$ cat src/logic/gain_offset_pkg.sv
// shared constants for the per-sample gain and offset correction block
package gain_offset_pkg;
   // register port geometry
   localparam int ADDR_W = 8;                      // register address width
   localparam int DATA_W = 16;                     // register data width

   // register offsets
   localparam logic [ADDR_W-1:0] CTRL_ADDR      = 8'h03;  // global enables
   localparam logic [ADDR_W-1:0] CONV3_ODD_ADDR = 8'h11;  // conv3_odd_gain_offset
   localparam logic [ADDR_W-1:0] CONV3_EVN_ADDR = 8'h12;  // conv3_even_gain_offset
   localparam logic [ADDR_W-1:0] CONV4_ODD_ADDR = 8'h13;  // conv4_odd_gain_offset
   localparam logic [ADDR_W-1:0] CONV4_EVN_ADDR = 8'h14;  // conv4_even_gain_offset

   // decoded register slots
   localparam logic [2:0] SLOT_CTRL = 3'h4;        // control register slot
   localparam logic [2:0] SLOT_NONE = 3'h7;        // unmapped address

   // correction register field layout
   localparam int GAIN_MSB = 15;                   // scale code top bit
   localparam int GAIN_LSB = 11;                   // scale code bottom bit
   localparam int ZERO_BIT = 10;                   // must stay zero
   localparam int OFF_MSB  = 9;                    // bias value top bit
   localparam int OFF_LSB  = 0;                    // bias value bottom bit
   localparam logic [DATA_W-1:0] CORR_MASK = 16'hFBFF;  // writable bits

   // control register field layout
   localparam int SCALE_EN_BIT = 12;               // global_scale_enable
   localparam int BIAS_EN_BIT  = 8;                // global_bias_enable
   localparam logic [DATA_W-1:0] CTRL_MASK = 16'h1100;  // implemented bits

   // reset values
   localparam logic [DATA_W-1:0] REG_RESET = 16'h0000;  // all fields zero

   // datapath widths
   localparam int SAMPLE_W = 14;                   // sample width, 14-bit lsb
   localparam int CODE_W   = 5;                    // scale code width
   localparam int OFF_W    = 10;                   // bias value width
   localparam int DIFF_W   = 15;                   // sample minus bias
   localparam int FACT_W   = 16;                   // linear factor, unsigned
   localparam int FRAC_W   = 14;                   // factor fraction bits
   localparam int PROD_W   = 32;                   // product width
   localparam int SHIFT_W  = PROD_W - FRAC_W;      // product after scaling

   // gain constants
   localparam logic [FACT_W-1:0] UNITY_FACTOR = 16'h4000;      // 0 dB
   localparam logic signed [PROD_W-1:0] ROUND_ADD = 32'sh00002000; // half lsb
   localparam logic signed [SAMPLE_W-1:0] SAT_MAX = 14'sh1FFF;
   localparam logic signed [SAMPLE_W-1:0] SAT_MIN = 14'sh2000;

   // sample timing
   localparam int LATENCY = 2;                     // input to output cycles
endpackage

$ cat src/logic/per_sample_gain_offset_correction.sv
// per-sample gain and offset correction for converters 3 and 4
//
// Chosen here: the address-and-strobe port.
`timescale 1ns/100ps
module per_sample_gain_offset_correction (
   input  wire logic                                 clk,
   input  wire logic                                 rst,
   input  wire logic [gain_offset_pkg::ADDR_W-1:0]   reg_addr,
   input  wire logic [gain_offset_pkg::DATA_W-1:0]   reg_wdata,
   input  wire logic                                 reg_wr,
   input  wire logic                                 reg_rd,
   output logic      [gain_offset_pkg::DATA_W-1:0]   reg_rdata,
   input  wire logic [gain_offset_pkg::SAMPLE_W-1:0] conv3_sample_in,
   input  wire logic                                 conv3_valid_in,
   input  wire logic [gain_offset_pkg::SAMPLE_W-1:0] conv4_sample_in,
   input  wire logic                                 conv4_valid_in,
   output logic      [gain_offset_pkg::SAMPLE_W-1:0] conv3_sample_out,
   output logic                                      conv3_valid_out,
   output logic                                      conv3_odd_out,
   output logic      [gain_offset_pkg::SAMPLE_W-1:0] conv4_sample_out,
   output logic                                      conv4_valid_out,
   output logic                                      conv4_odd_out
);
   localparam int SW = gain_offset_pkg::SAMPLE_W;
   localparam int DW = gain_offset_pkg::DATA_W;

   // register file
   logic [DW-1:0] corr_reg_ff [4];   // correction registers 11h..14h
   logic [DW-1:0] ctrl_ff;           // global enables, register 3
   logic [DW-1:0] rdata_ff;          // read data, valid one cycle
   logic [DW-1:0] nxt_rdata;         // read mux
   logic [2:0]    wr_slot;           // decoded write target
   logic [2:0]    rd_slot;           // decoded read target
   logic          scale_en;          // global_scale_enable
   logic          bias_en;           // global_bias_enable

   // per-converter datapath, index 0 is converter 3, 1 is converter 4
   logic signed [SW-1:0] smp_in [2];            // raw sample
   logic                 vld_in [2];            // raw sample strobe
   logic                 odd_next_ff [2];       // parity of next sample
   logic [DW-1:0]        sel_reg [2];           // register for this parity
   logic [gain_offset_pkg::CODE_W-1:0] sel_code [2];  // selected scale code
   logic [gain_offset_pkg::OFF_W-1:0]  sel_off [2];   // selected bias value
   logic [gain_offset_pkg::FACT_W-1:0] rom_q [2];     // factor, stage 1
   logic signed [gain_offset_pkg::DIFF_W-1:0] nxt_diff [2];  // sample - bias
   logic signed [gain_offset_pkg::DIFF_W-1:0] diff_s1_ff [2]; // stage 1
   logic                 vld_s1_ff [2];         // stage 1 strobe
   logic                 odd_s1_ff [2];         // stage 1 parity
   logic                 scale_s1_ff [2];       // stage 1 gain enable
   logic signed [SW-1:0] out_ff [2];            // corrected sample
   logic                 out_vld_ff [2];        // output strobe
   logic                 out_odd_ff [2];        // output parity

   // map an address to a register slot
   function automatic logic [2:0] reg_slot(input logic [gain_offset_pkg::ADDR_W-1:0] a);
      case (a)
         gain_offset_pkg::CONV3_ODD_ADDR: reg_slot = 3'h0;
         gain_offset_pkg::CONV3_EVN_ADDR: reg_slot = 3'h1;
         gain_offset_pkg::CONV4_ODD_ADDR: reg_slot = 3'h2;
         gain_offset_pkg::CONV4_EVN_ADDR: reg_slot = 3'h3;
         gain_offset_pkg::CTRL_ADDR:      reg_slot = gain_offset_pkg::SLOT_CTRL;
         default:                         reg_slot = gain_offset_pkg::SLOT_NONE;
      endcase
   endfunction

   // clamp a scaled value to the signed sample range
   function automatic logic signed [SW-1:0] sat_sample(
      input logic signed [gain_offset_pkg::SHIFT_W-1:0] v);
      if (v > gain_offset_pkg::SHIFT_W'(gain_offset_pkg::SAT_MAX)) begin
         sat_sample = gain_offset_pkg::SAT_MAX;
      end else if (v < gain_offset_pkg::SHIFT_W'(gain_offset_pkg::SAT_MIN)) begin
         sat_sample = gain_offset_pkg::SAT_MIN;
      end else begin
         sat_sample = v[SW-1:0];
      end
   endfunction

   assign wr_slot  = reg_slot(reg_addr);
   assign rd_slot  = reg_slot(reg_addr);
   assign scale_en = ctrl_ff[gain_offset_pkg::SCALE_EN_BIT];
   assign bias_en  = ctrl_ff[gain_offset_pkg::BIAS_EN_BIT];

   assign smp_in[0] = conv3_sample_in;
   assign smp_in[1] = conv4_sample_in;
   assign vld_in[0] = conv3_valid_in;
   assign vld_in[1] = conv4_valid_in;

   // correction registers, one per slot
   genvar r;
   generate
      for (r = 0; r < 4; r++) begin : g_corr
         always_ff @(posedge clk) begin
            if (rst) begin
               corr_reg_ff[r] <= gain_offset_pkg::REG_RESET;
            end else if (reg_wr && wr_slot == 3'(r)) begin
               // bit 10 held at zero whatever is written
               corr_reg_ff[r] <= reg_wdata & gain_offset_pkg::CORR_MASK;
            end
         end
      end
   endgenerate

   // enable register, only two bits implemented
   always_ff @(posedge clk) begin
      if (rst) begin
         ctrl_ff <= gain_offset_pkg::REG_RESET;
      end else if (reg_wr && wr_slot == gain_offset_pkg::SLOT_CTRL) begin
         ctrl_ff <= reg_wdata & gain_offset_pkg::CTRL_MASK;
      end
   end

   // read mux, unmapped addresses read zero
   always_comb begin
      case (rd_slot)
         3'h0:                       nxt_rdata = corr_reg_ff[0];
         3'h1:                       nxt_rdata = corr_reg_ff[1];
         3'h2:                       nxt_rdata = corr_reg_ff[2];
         3'h3:                       nxt_rdata = corr_reg_ff[3];
         gain_offset_pkg::SLOT_CTRL: nxt_rdata = ctrl_ff;
         default:                    nxt_rdata = gain_offset_pkg::REG_RESET;
      endcase
   end

   // read data stands only in the cycle after the strobe
   always_ff @(posedge clk) begin
      if (rst) begin
         rdata_ff <= gain_offset_pkg::REG_RESET;
      end else if (reg_rd) begin
         rdata_ff <= nxt_rdata;
      end else begin
         rdata_ff <= gain_offset_pkg::REG_RESET;
      end
   end

   assign reg_rdata = rdata_ff;

   // two identical correction lanes
   genvar c;
   generate
      for (c = 0; c < 2; c++) begin : g_lane
         logic [gain_offset_pkg::FACT_W-1:0]  factor;   // applied factor
         logic signed [gain_offset_pkg::PROD_W-1:0] prod;  // rounded product

         // parity register picks odd or even settings
         assign sel_reg[c]  = odd_next_ff[c] ? corr_reg_ff[2*c] : corr_reg_ff[2*c+1];
         assign sel_code[c] = sel_reg[c][gain_offset_pkg::GAIN_MSB:gain_offset_pkg::GAIN_LSB];
         assign sel_off[c]  = sel_reg[c][gain_offset_pkg::OFF_MSB:gain_offset_pkg::OFF_LSB];

         // first sample after reset is odd, then alternates
         always_ff @(posedge clk) begin
            if (rst) begin
               odd_next_ff[c] <= 1'b1;
            end else if (vld_in[c]) begin
               odd_next_ff[c] <= ~odd_next_ff[c];
            end
         end

         // code to factor, read lands with stage 1
         gain_factor_rom #(
            .CODE_W (gain_offset_pkg::CODE_W),
            .FACT_W (gain_offset_pkg::FACT_W)
         ) u_rom (
            .clk    (clk),
            .rst    (rst),
            .code   (sel_code[c]),
            .factor (rom_q[c])
         );

         // offset taken before gain so it cancels the raw error
         always_comb begin
            if (bias_en) begin
               // sign-extended, weight of one 14-bit lsb
               nxt_diff[c] = {smp_in[c][SW-1], smp_in[c]}
                  - {{(gain_offset_pkg::DIFF_W-gain_offset_pkg::OFF_W){sel_off[c][9]}},
                     sel_off[c]};
            end else begin
               nxt_diff[c] = {smp_in[c][SW-1], smp_in[c]};
            end
         end

         // stage 1 pipeline
         always_ff @(posedge clk) begin
            if (rst) begin
               vld_s1_ff[c]   <= 1'b0;
               odd_s1_ff[c]   <= 1'b0;
               scale_s1_ff[c] <= 1'b0;
               diff_s1_ff[c]  <= '0;
            end else begin
               vld_s1_ff[c]   <= vld_in[c];
               odd_s1_ff[c]   <= odd_next_ff[c];
               scale_s1_ff[c] <= scale_en;
               diff_s1_ff[c]  <= nxt_diff[c];
            end
         end

         // unity factor when the global gain enable is clear
         assign factor = scale_s1_ff[c] ? rom_q[c] : gain_offset_pkg::UNITY_FACTOR;
         assign prod = diff_s1_ff[c] * $signed({1'b0, factor})
                       + gain_offset_pkg::ROUND_ADD;

         // stage 2, saturate so large gains cannot wrap
         always_ff @(posedge clk) begin
            if (rst) begin
               out_vld_ff[c] <= 1'b0;
               out_odd_ff[c] <= 1'b0;
               out_ff[c]     <= '0;
            end else begin
               out_vld_ff[c] <= vld_s1_ff[c];
               out_odd_ff[c] <= odd_s1_ff[c];
               // drop the fraction bits, then clamp to the sample range
               out_ff[c]     <= sat_sample(
                  prod[gain_offset_pkg::PROD_W-1:gain_offset_pkg::FRAC_W]);
            end
         end
      end
   endgenerate

   assign conv3_sample_out = out_ff[0];
   assign conv3_valid_out  = out_vld_ff[0];
   assign conv3_odd_out    = out_odd_ff[0];
   assign conv4_sample_out = out_ff[1];
   assign conv4_valid_out  = out_vld_ff[1];
   assign conv4_odd_out    = out_odd_ff[1];

   // checks on the register file
   // properties sample registers before the edge that updates them
   reset_clear_a: assert property (@(posedge clk) rst |=> (corr_reg_ff[0] == 16'h0000
         && corr_reg_ff[1] == 16'h0000 && corr_reg_ff[2] == 16'h0000
         && corr_reg_ff[3] == 16'h0000 && ctrl_ff == 16'h0000))
      else $error("fields not zero after reset");

   odd3_write_a: assert property (@(posedge clk) disable iff (rst)
         reg_wr && reg_addr == 8'h11 |=> corr_reg_ff[0] == ($past(reg_wdata) & 16'hFBFF))
      else $error("write to 11h not stored");

   zero_bit_a: assert property (@(posedge clk) disable iff (rst)
         reg_rd && reg_addr == 8'h14 |=> reg_rdata[10] == 1'b0)
      else $error("bit 10 reads as one");

   // only the two enable bits are stored, the rest read zero
   ctrl_write_a: assert property (@(posedge clk) disable iff (rst)
         reg_wr && reg_addr == 8'h03 |=> ctrl_ff == ($past(reg_wdata) & 16'h1100))
      else $error("enable register write not stored");

   // stale read data would look like a second answer
   rdata_idle_a: assert property (@(posedge clk) disable iff (rst)
         !reg_rd |=> reg_rdata == 16'h0000)
      else $error("read data stands without a read");

   // checks on parity selection
   conv3_odd_sel_a: assert property (@(posedge clk) disable iff (rst)
         vld_in[0] && odd_next_ff[0] |-> sel_code[0] == corr_reg_ff[0][15:11])
      else $error("converter 3 odd code misselected");

   conv4_even_sel_a: assert property (@(posedge clk) disable iff (rst)
         vld_in[1] && !odd_next_ff[1] |-> sel_code[1] == corr_reg_ff[3][15:11])
      else $error("converter 4 even code misselected");

   conv4_bias_sel_a: assert property (@(posedge clk) disable iff (rst)
         vld_in[1] && !odd_next_ff[1] |-> sel_off[1] == corr_reg_ff[3][9:0])
      else $error("converter 4 even offset misselected");

   parity_walk_a: assert property (@(posedge clk) disable iff (rst)
         vld_in[0] ##1 vld_in[0] |-> ##2 conv3_odd_out != $past(conv3_odd_out))
      else $error("parity does not alternate");

   // fixed latency, parity travels with its sample
   lane4_latency_a: assert property (@(posedge clk) disable iff (rst)
         vld_in[1] |-> ##2 conv4_valid_out && conv4_odd_out == $past(odd_next_ff[1], 2))
      else $error("converter 4 output late or parity lost");

   // checks on arithmetic
   bias_sub_a: assert property (@(posedge clk) disable iff (rst)
         vld_in[0] && bias_en |=> diff_s1_ff[0] ==
            $past({smp_in[0][13], smp_in[0]}) - $past({{5{sel_off[0][9]}}, sel_off[0]}))
      else $error("offset not subtracted");

   // even samples of converter 3 take the offset held at 12h
   conv3_even_bias_a: assert property (@(posedge clk) disable iff (rst)
         vld_in[0] && !odd_next_ff[0] && bias_en |=> diff_s1_ff[0] ==
            $past({smp_in[0][13], smp_in[0]})
            - $past({{5{corr_reg_ff[1][9]}}, corr_reg_ff[1][9:0]}))
      else $error("converter 3 even offset misselected");

   bias_sign_a: assert property (@(posedge clk) disable iff (rst)
         vld_in[1] && bias_en && sel_off[1] == 10'h3FF |=>
            diff_s1_ff[1] == $past({smp_in[1][13], smp_in[1]}) + 15'sd1)
      else $error("offset not signed");

   bias_off_a: assert property (@(posedge clk) disable iff (rst)
         vld_in[0] && !bias_en |=> diff_s1_ff[0] == $past({smp_in[0][13], smp_in[0]}))
      else $error("offset applied while disabled");

   gain_bypass_a: assert property (@(posedge clk) disable iff (rst)
         vld_in[1] && ctrl_ff == 16'h0000 |-> ##2
            conv4_valid_out && conv4_sample_out == $past(smp_in[1], 2))
      else $error("sample altered with corrections off");

   gain_zero_a: assert property (@(posedge clk) disable iff (rst)
         vld_in[0] && scale_en && !bias_en && sel_code[0] == 5'h00 |-> ##2
            conv3_sample_out == $past(smp_in[0], 2))
      else $error("code zero is not unity gain");
endmodule

$ cat src/logic/gain_factor_rom.sv
// lookup of linear gain factors in steps of 0.2 dB, registered read
`timescale 1ns/100ps
module gain_factor_rom #(
   parameter int CODE_W = 5,
   parameter int FACT_W = 16
)(
   input  wire logic              clk,
   input  wire logic              rst,
   input  wire logic [CODE_W-1:0] code,
   output logic      [FACT_W-1:0] factor
);
   logic [FACT_W-1:0] factor_ff;   // registered read data
   logic [FACT_W-1:0] nxt_factor;  // table lookup

   // 16384 * 10^(n*0.2/20), rounded to nearest
   always_comb begin
      case (code)
         5'h00: nxt_factor = 16'h4000;
         5'h01: nxt_factor = 16'h417E;
         5'h02: nxt_factor = 16'h4304;
         5'h03: nxt_factor = 16'h4494;
         5'h04: nxt_factor = 16'h462D;
         5'h05: nxt_factor = 16'h47CF;
         5'h06: nxt_factor = 16'h497B;
         5'h07: nxt_factor = 16'h4B32;
         5'h08: nxt_factor = 16'h4CF2;
         5'h09: nxt_factor = 16'h4EBD;
         5'h0A: nxt_factor = 16'h5092;
         5'h0B: nxt_factor = 16'h5273;
         5'h0C: nxt_factor = 16'h545E;
         5'h0D: nxt_factor = 16'h5655;
         5'h0E: nxt_factor = 16'h5858;
         5'h0F: nxt_factor = 16'h5A67;
         5'h10: nxt_factor = 16'h5C82;
         5'h11: nxt_factor = 16'h5EAA;
         5'h12: nxt_factor = 16'h60DE;
         5'h13: nxt_factor = 16'h6320;
         5'h14: nxt_factor = 16'h656F;
         5'h15: nxt_factor = 16'h67CC;
         5'h16: nxt_factor = 16'h6A37;
         5'h17: nxt_factor = 16'h6CB0;
         5'h18: nxt_factor = 16'h6F38;
         5'h19: nxt_factor = 16'h71CF;
         5'h1A: nxt_factor = 16'h7476;
         5'h1B: nxt_factor = 16'h772C;
         5'h1C: nxt_factor = 16'h79F3;
         5'h1D: nxt_factor = 16'h7CCA;
         5'h1E: nxt_factor = 16'h7FB2;
         5'h1F: nxt_factor = 16'h82AC;
         default: nxt_factor = 16'h4000;  // unreachable for 5-bit code
      endcase
   end

   // read data from a register, unity after reset
   always_ff @(posedge clk) begin
      if (rst) begin
         factor_ff <= 16'h4000;
      end else begin
         factor_ff <= nxt_factor;
      end
   end

   assign factor = factor_ff;
endmodule

$ cat config.mk
export PLATFORM = sky130hd
export DESIGN_NAME = per_sample_gain_offset_correction
export DESIGN_NICKNAME = d
export VERILOG_FILES = /design/src/logic/gain_offset_pkg.sv /design/src/logic/per_sample_gain_offset_correction.sv /design/src/logic/gain_factor_rom.sv
export SDC_FILE = /design/constraint.sdc
export NUM_CORES = 1
export LEC_CHECK = 0
export ABC_CLOCK_PERIOD_IN_PS = 6900
export BUFFER_PORTS_ARGS = -buffer_cell sky130_fd_sc_hd__clkbuf_2
export CORE_UTILIZATION = 55
export DETAILED_ROUTE_END_ITERATION = 8
export GPL_ROUTABILITY_DRIVEN = 0
export GPL_TIMING_DRIVEN = 0
export HOLD_SLACK_MARGIN = 0.02
export PLACE_DENSITY_LB_ADDON = 0.05
export SLEW_MARGIN = 25
export SYNTH_ARGS = -nofsm -noshare
export SYNTH_HDL_FRONTEND = slang
export SYNTH_SLANG_ARGS = --single-unit
$ cat constraint.sdc
create_clock -name clk -period 6.9 [get_ports clk]
set_input_delay 1.38 -clock clk [delete_from_list [all_inputs] [get_ports clk]]
set_output_delay 1.38 -clock clk [all_outputs]
set_load 0.05 [all_outputs]
==> results of run 1 <==
-- critical path, stage by stage, from the launching register on --
cell and delay (ns):
dfxtp_4 0.37, buf_6 0.13, clkbuf_8 0.16, clkbuf_4 0.17, and3_1 0.17, fa_1 0.54, inv_1 0.05, fa_1 0.46
fa_1 0.54, inv_1 0.06, fa_1 0.46, fa_1 0.49, inv_1 0.05, fa_1 0.47, inv_1 0.06, ha_4 0.22
a21o_1 0.15, a21o_1 0.18, o21a_1 0.24, o311ai_4 0.39, a21oi_4 0.13, or3_4 0.40, and3_4 0.21, a21oi_4 0.29
buf_8 0.18, o21ai_2 0.06
-- cells by family after synthesis --
kind of cell / share of synthesized area
mux: 0.01979
simple gates: 0.1831
fa+ha+maj: 0.4252
flops: 0.1676
xor+xnor: 0.01864
other cells: 0.0001506
compound gates: 0.09379
buf+inv: 0.09173
-- how the worst max path moves through the flow --
stage	cells after the start	end	slack (ns)	startpoint
floorplan	25	out_ff[0][11]	0.15	scale_s1_ff[0]
global placement	25	out_ff[1][8]	-1.96	scale_s1_ff[0]
detailed placement	25	out_ff[1][1]	-1.97	scale_s1_ff[0]
CTS	22	out_ff[1][12]	0.008	diff_s1_ff[1][10]
global route	24	out_ff[1][12]	-0.04	scale_s1_ff[0]
finish	25	out_ff[1][12]	0.15	scale_s1_ff[0]
-- synth_stat cells, types with 13 or more instances --
library cell  number
and2_1           103
xnor2_1           36
nor2_1           131
fa_1             364
dfxtp_1          117
a211oi_1          17
ha_1             264
mux2i_1           38
edfxtp_1          61
nand3_1           34
nand2_1          363
clkbuf_1         125
a222oi_1          15
o21ai_0           54
o211ai_1          13
and3_1           185
a21o_1            34
nand2b_1          20
inv_1            461
nor2b_1           18
nor3_1            29
xor2_1            17
a21oi_1          109
-- cell type report --
| cell class | instances | area share |
|---|---|---|
| plain buffers | 115 | 0.02458 |
| clock buffers | 17 | 0.01536 |
| clock inverters | 15 | 0.007185 |
| inverters | 461 | 0.06249 |
| multi-input cells | 2006 | 0.6803 |
| flip-flops and latches | 178 | 0.1512 |
| well taps | 592 | 0.02675 |
| repair buffers | 139 | 0.03213 |
-- per-layer routing --
| layer | vias to the layer above | track usage | share of wire |
|---|---|---|---|
| met2 | 1097 | 0.4849 | 0.44 |
| li1 | 9291 | - | - |
| met5 | - | 0 | 0 |
| met4 | 0 | 0.09881 | 0.029 |
| met3 | 152 | 0.07742 | 0.10 |
| met1 | 10130 | 0.4411 | 0.42 |
-- through the flow --
stage | instance area (um^2) | utilization
final | 27690 | 0.6234
after floorplan | 24910 | -
after global routing | 27690 | 0.6234
after CTS | 27190 | 0.6122
after global placement | 26160 | 0.5891
after detailed placement | 26190 | 0.5896
-- flip-flops by register name (all words and copies together) (netlist names) --
| name | flops |
|---|---|
| corr_reg_ff | 60 |
| ctrl_ff | 2 |
| diff_s1_ff | 30 |
| g_lane.u_rom.factor | 32 |
| odd_next_ff | 2 |
| odd_s1_ff | 2 |
| out_ff | 28 |
| out_odd_ff | 2 |
| out_vld_ff | 2 |
| reg_rdata | 15 |
| scale_s1_ff | 1 |
| vld_s1_ff | 2 |
-- what timing repair did --
| item | 4_1_cts | 5_1_grt |
|---|---|---|
| pin swaps | 11 | 45 |
| gates cloned | 1 | 4 |
| buffers inserted | 16 | 15 |
| gates resized for setup | 106 | 130 |
| setup endpoints to repair | 28 | 26 |
| hold endpoints to repair | 0 | 0 |
| hold buffers | 0 | 0 |
-- report_power, final --
group	internal, mW	switching (mW)	total [mW]
Clock	0.526	0.534	1.06
Sequential	1.16	0.0981	1.26
Combinational	0.329	0.588	0.917
Total	2.02	1.22	3.24
==> results.txt, run 1 <==
Status: completed
R2r setup slk: 0.15 ns
Reg area: 0.004185 mm^2
Worst Hold End: out_odd_ff[1]
FF+latch count, synth: 178
Hold Path Class: reg2reg
Num rows: 77
TritonCTS clock tree: done
DR DRC count: 0
Iter 0 DRT Violations: 2005
Worst relative slew slack: 0.3020
Clk root buf: clkbuf_16
Die width: 214.8 um
Pin count of the biggest net entering global routing: 21
Vias: 20670
CP Launch Type: register
Share of post-route cells with drive strength above 1: 0.1177
Final Net Count: 3604
Wire length per cell: 20.36 um
R2R cell count: 25
Area grow syn2layout: 11.17%
Clock skew: 0.01784 ns
Commonest non-fill, non-tap cell in the layout: inv_1
Worst R2R End: out_ff[1][12]
Multi-input gate area: 0.01884 mm^2
Post-Syn Instances: 2784
Seq/Total Area, Yosys: 0.1676
Die Area: 0.04614 mm^2
Netlist Area Pre-Place: 0.02491 mm^2
Initial Util: 0.5608
Post-synth EDFFs: 61
CORE AREA: 0.04441 mm^2
Top cell type by total area after synthesis: fa_1
Crit path required time: 7.29 ns
Max-Cap Viols: 0
Most frequent cells in the layout: 459 x inv_1, 361 x fa_1, 360 x nand2_1, 257 x ha_1, 183 x and3_1
Critical Path Fanout Max: 10
Max frequency: 148.1 MHz
Net Count, Synth: 3470
Clock Tree Buf Depth: 2
Synth Flop Type: dfxtp_1
TritonCTS buffer count: 17
Router iterations before antenna repair: 7
TNS Setup: 0 ns
Largest cells by area after synthesis: fa_1 29%, ha_1 13%, dfxtp_1 9.4%
Yosys warning total: 0
Vias/cell: 5.867
Reg-to-reg startpoint: scale_s1_ff[0]
Htree depth: 4
Peak VDD IR: 238.3 uV
Final setup viols: 0
Final non-filler cell total: 3523
WL final: 71740 um
Final worst slack: 0.1481 ns
Crit path DAT: 7.14 ns
Detail Route Antenna Nets: 0
Async S/R FF share, synth: 0
Grt ovf: 0
Power, Total: 3.235 mW
Worst hold path startpoint: odd_s1_ff[1]
Final period util: 0.9785
Final Max Slew Viols: 0
Worst Tran Pin Value: 1.039 ns
Pwr dens: 116.8 mW/mm^2
Crit path kind: reg2reg
Layout fillers: 3850
Clock sink total: 178
Final hold violations: 0
Dpl hpwl: 56830 um
Post-synth cell types: 81
Die Height: 214.8 um
Hold depth: 1
Fin crit period: 6.752 ns
Synth top area share: 0.2926
I/O Buffers: 103
Inst Count DP: 3479
Pleak: 14.24 nW
Syn Area/Cell: 8.946 um^2
Vias in the first global route: 20660
GRT Total Usage: 0.3163
Clk slew on worst S/H paths: 0.08 ns
IO Pins: 106
Worst setup EP type: register
Ant diodes: 0
Worst skew pair latency: 0.50 ns
Initial antenna violation count: 1
Dpl ws: -1.968 ns
Fin Hold WS: 0.4586 ns
First-pass GRT wire length: 112700 um
Power figures use the tool's default switching activity.
==> run 2, diff against run 1 <==
--- a/config.mk
+++ b/config.mk
@@ -7,12 +7,15 @@
 export LEC_CHECK = 0
 export ABC_CLOCK_PERIOD_IN_PS = 6900
 export BUFFER_PORTS_ARGS = -buffer_cell sky130_fd_sc_hd__clkbuf_2
+export CORE_ASPECT_RATIO = 2
 export CORE_UTILIZATION = 55
+export CTS_BUF_LIST = sky130_fd_sc_hd__clkbuf_8
 export DETAILED_ROUTE_END_ITERATION = 8
 export GPL_ROUTABILITY_DRIVEN = 0
 export GPL_TIMING_DRIVEN = 0
 export HOLD_SLACK_MARGIN = 0.02
 export PLACE_DENSITY_LB_ADDON = 0.05
+export RECOVER_POWER = 100
 export SLEW_MARGIN = 25
 export SYNTH_ARGS = -nofsm -noshare
 export SYNTH_HDL_FRONTEND = slang
==> results.txt, run 2 (synthesis results as in run 1) <==
Status: finished, violations left
Failing checks: DRC
Initial Util: 0.5551 (-0.005677)
Commonest non-fill, non-tap cell in the layout: inv_1
Die width: 152.5 um (-29%)
Max-Cap Viols: 0 (unchanged)
Max FFs per register: 60 (unchanged)
Final period util: 0.9836 (+0.005101)
Peak VDD IR: 196.4 uV (-18%)
Crit-path max cell delay: 0.56 ns (+0.02 ns)
WL final: 78790 um (+9.8%)
Clock group share of total power: 0.270 (-0.058)
Final Max Slew Viols: 0 (unchanged)
Pleak: 13.97 nW (-1.9%)
Clk slew on worst S/H paths: 0.13 ns (+0.05 ns)
P_int: 1.767 mW (-12%)
Clk root buf: clkbuf_8
Largest Register: corr_reg_ff
Initial antenna violation count: 4 (+3)
Detail Route Antenna Nets: 0 (unchanged)
Crit path kind: reg2reg
TNS Setup: 0 ns (unchanged)
Htree depth: 4 (unchanged)
RSZ-0062 raised after global routing: yes
Placement Cell Area: 0.02615 mm^2 (-0.16%)
Comb power frac: 0.308 (+0.024)
Hold_buf cts: 0 (unchanged)
First-pass GRT wire length: 120600 um (+7.0%)
Final hold violations: 0 (unchanged)
Post-route cell area: 0.02733 mm^2 (-1.3%)
Sequential share of power: 0.422 (+0.033)
Worst Tran Pin Value: 1.315 ns (+0.2765 ns)
Final Net Count: 3601 (-0.083%)
Layout fillers: 4086 (+6.1%)
Pwr dens: 110.1 mW/mm^2 (-5.8%)
Grt ovf: 0 (unchanged)
Pin count of the biggest net entering global routing: 22 (+4.8%)
Clock skew: 0.02806 ns (+0.01023 ns)
DR DRC count: 6 (+6)
Crit path required time: 7.34 ns (+0.05 ns)
GRT Total Usage: 0.3490 (+0.03272)
Die Area: 0.04619 mm^2 (+0.11%)
Dpl hpwl: 64330 um (+13%)
Critical Path Fanout Max: 10 (unchanged)
CORE AREA: 0.04487 mm^2 (+1.0%)
Num rows: 110 (+43%)
Iter 0 DRT Violations: 1320 (-34%)
Clock Tree Buf Depth: 2 (unchanged)
Wire length per cell: 22.58 um (+11%)
Worst setup EP type: register
Vias in the first global route: 22660 (+9.7%)
Area grow syn2layout: 9.746%
Hold Path Class: reg2reg
Most frequent cells in the layout: 460 x inv_1, 361 x fa_1, 359 x nand2_1, 257 x ha_1, 182 x and3_1
Worst skew pair latency: 0.54 ns (+0.04 ns)
Inst Count DP: 3448 (-0.89%)
Vias/cell: 6.044 (+3.0%)
Router iterations before antenna repair: 9 (+2)
Finished Core Util: 0.6092 (-0.01423)
CP Launch Type: register
Die Height: 302.9 um (+41%)
Max frequency: 147.3 MHz (-0.52%)
TritonCTS clock tree: done
Clock sink total: 178 (unchanged)
Crit path DAT: 7.23 ns (+0.09 ns)
Final setup viols: 0 (unchanged)
Final non-filler cell total: 3490 (-0.94%)
Worst relative slew slack: 0.1149 (-0.1871)
CP max-delay cell: fa_1
Power, Total: 3.009 mW (-7.0%)
I/O Buffers: 103 (unchanged)
Fin crit period: 6.787 ns (+0.03520 ns)
IO Pins: 106 (unchanged)
Sw Share: 0.4129 (+0.03579)
TritonCTS buffer count: 17 (unchanged)
Net Switching: 1.243 mW (+1.8%)
Multi-input gate area: 0.01883 mm^2 (about the same)
Vias: 21090 (+2.0%)
Share of post-route cells with drive strength above 1: 0.1025 (-0.01525)
Reg area: 0.004193 mm^2 (+0.18%)
[run 2: cell count changes in the layout (fill, tap and decap cells not counted), sizes merged]
cell / change
buf: -8
diode: +2
bufinv: -1
clkinvlp: -2
clkbuf: +5
clkinv: +3
[run 2: path summary, 6_finish.rpt]
| path | start | endpoint | slack [ns] | depth (start not counted) |
|---|---|---|---|---|
| worst max-delay path | scale_s1_ff[0] | out_ff[1][0] | 0.11 | 25 |
| worst min-delay path | odd_s1_ff[0] | out_odd_ff[0] | 0.46 | 1 |
| worst max register to register | scale_s1_ff[0] | out_ff[1][0] | 0.11 | 25 |
| worst min register to register | odd_s1_ff[0] | out_odd_ff[0] | 0.46 | 1 |
[run 2: timing repair]
item                       4_1_cts  5_1_grt
pin swaps                       16       38
setup endpoints to repair       28       26
buffers inserted                19       10
cloned                           2        2
resized for setup              145       99
[run 2: worst max-delay path: cells and delay by family (launching register included)]
family,cells,cell delay [ns]
compound gates,7,1.49
fa+ha+maj,7,3.16
buf+inv,8,0.93
flops,1,0.37
simple gates,3,0.75
[run 2: area by class of cell]
| cell class | count | area share |
|---|---|---|
| sequential | 178 | 0.1534 |
| buffer | 114 | 0.02536 |
| antenna | 2 | 0.0001831 |
| inverter | 461 | 0.06331 |
| clock buffer | 17 | 0.008560 |
| multi-input combinational | 2006 | 0.6890 |
| tap | 560 | 0.02563 |
| clock inverter | 15 | 0.007370 |
| timing repair buffer | 137 | 0.02724 |
[run 2: metrics by stage]
step / setup slack [ns] / hold slack (ns)
floorplan: 0.1489 / 0.4138
CTS: -0.001514 / 0.4592
detailed placement: -2.006 / 0.4294
global route: -0.01641 / 0.4666
finish: 0.1129 / 0.4559
global placement: -2.268 / 0.4218
[run 2: power groups by stage]
stage	logic, mW	registers, mW	clock network, mW
after floorplan	0.552	1.32	0
after global placement	0.872	1.28	0
after detailed placement	0.891	1.28	0
after CTS	0.910	1.26	0.819
after global routing	1.01	1.27	0.854
final	0.927	1.27	0.812
[run 2: metal layers]
layer,track usage,part of all wire,up-vias
li1,-,-,9291
met4,0.3377,0.10,4
met3,0.05442,0.055,463
met2,0.6623,0.54,1038
met1,0.3108,0.30,10300
met5,0,0.00033,-
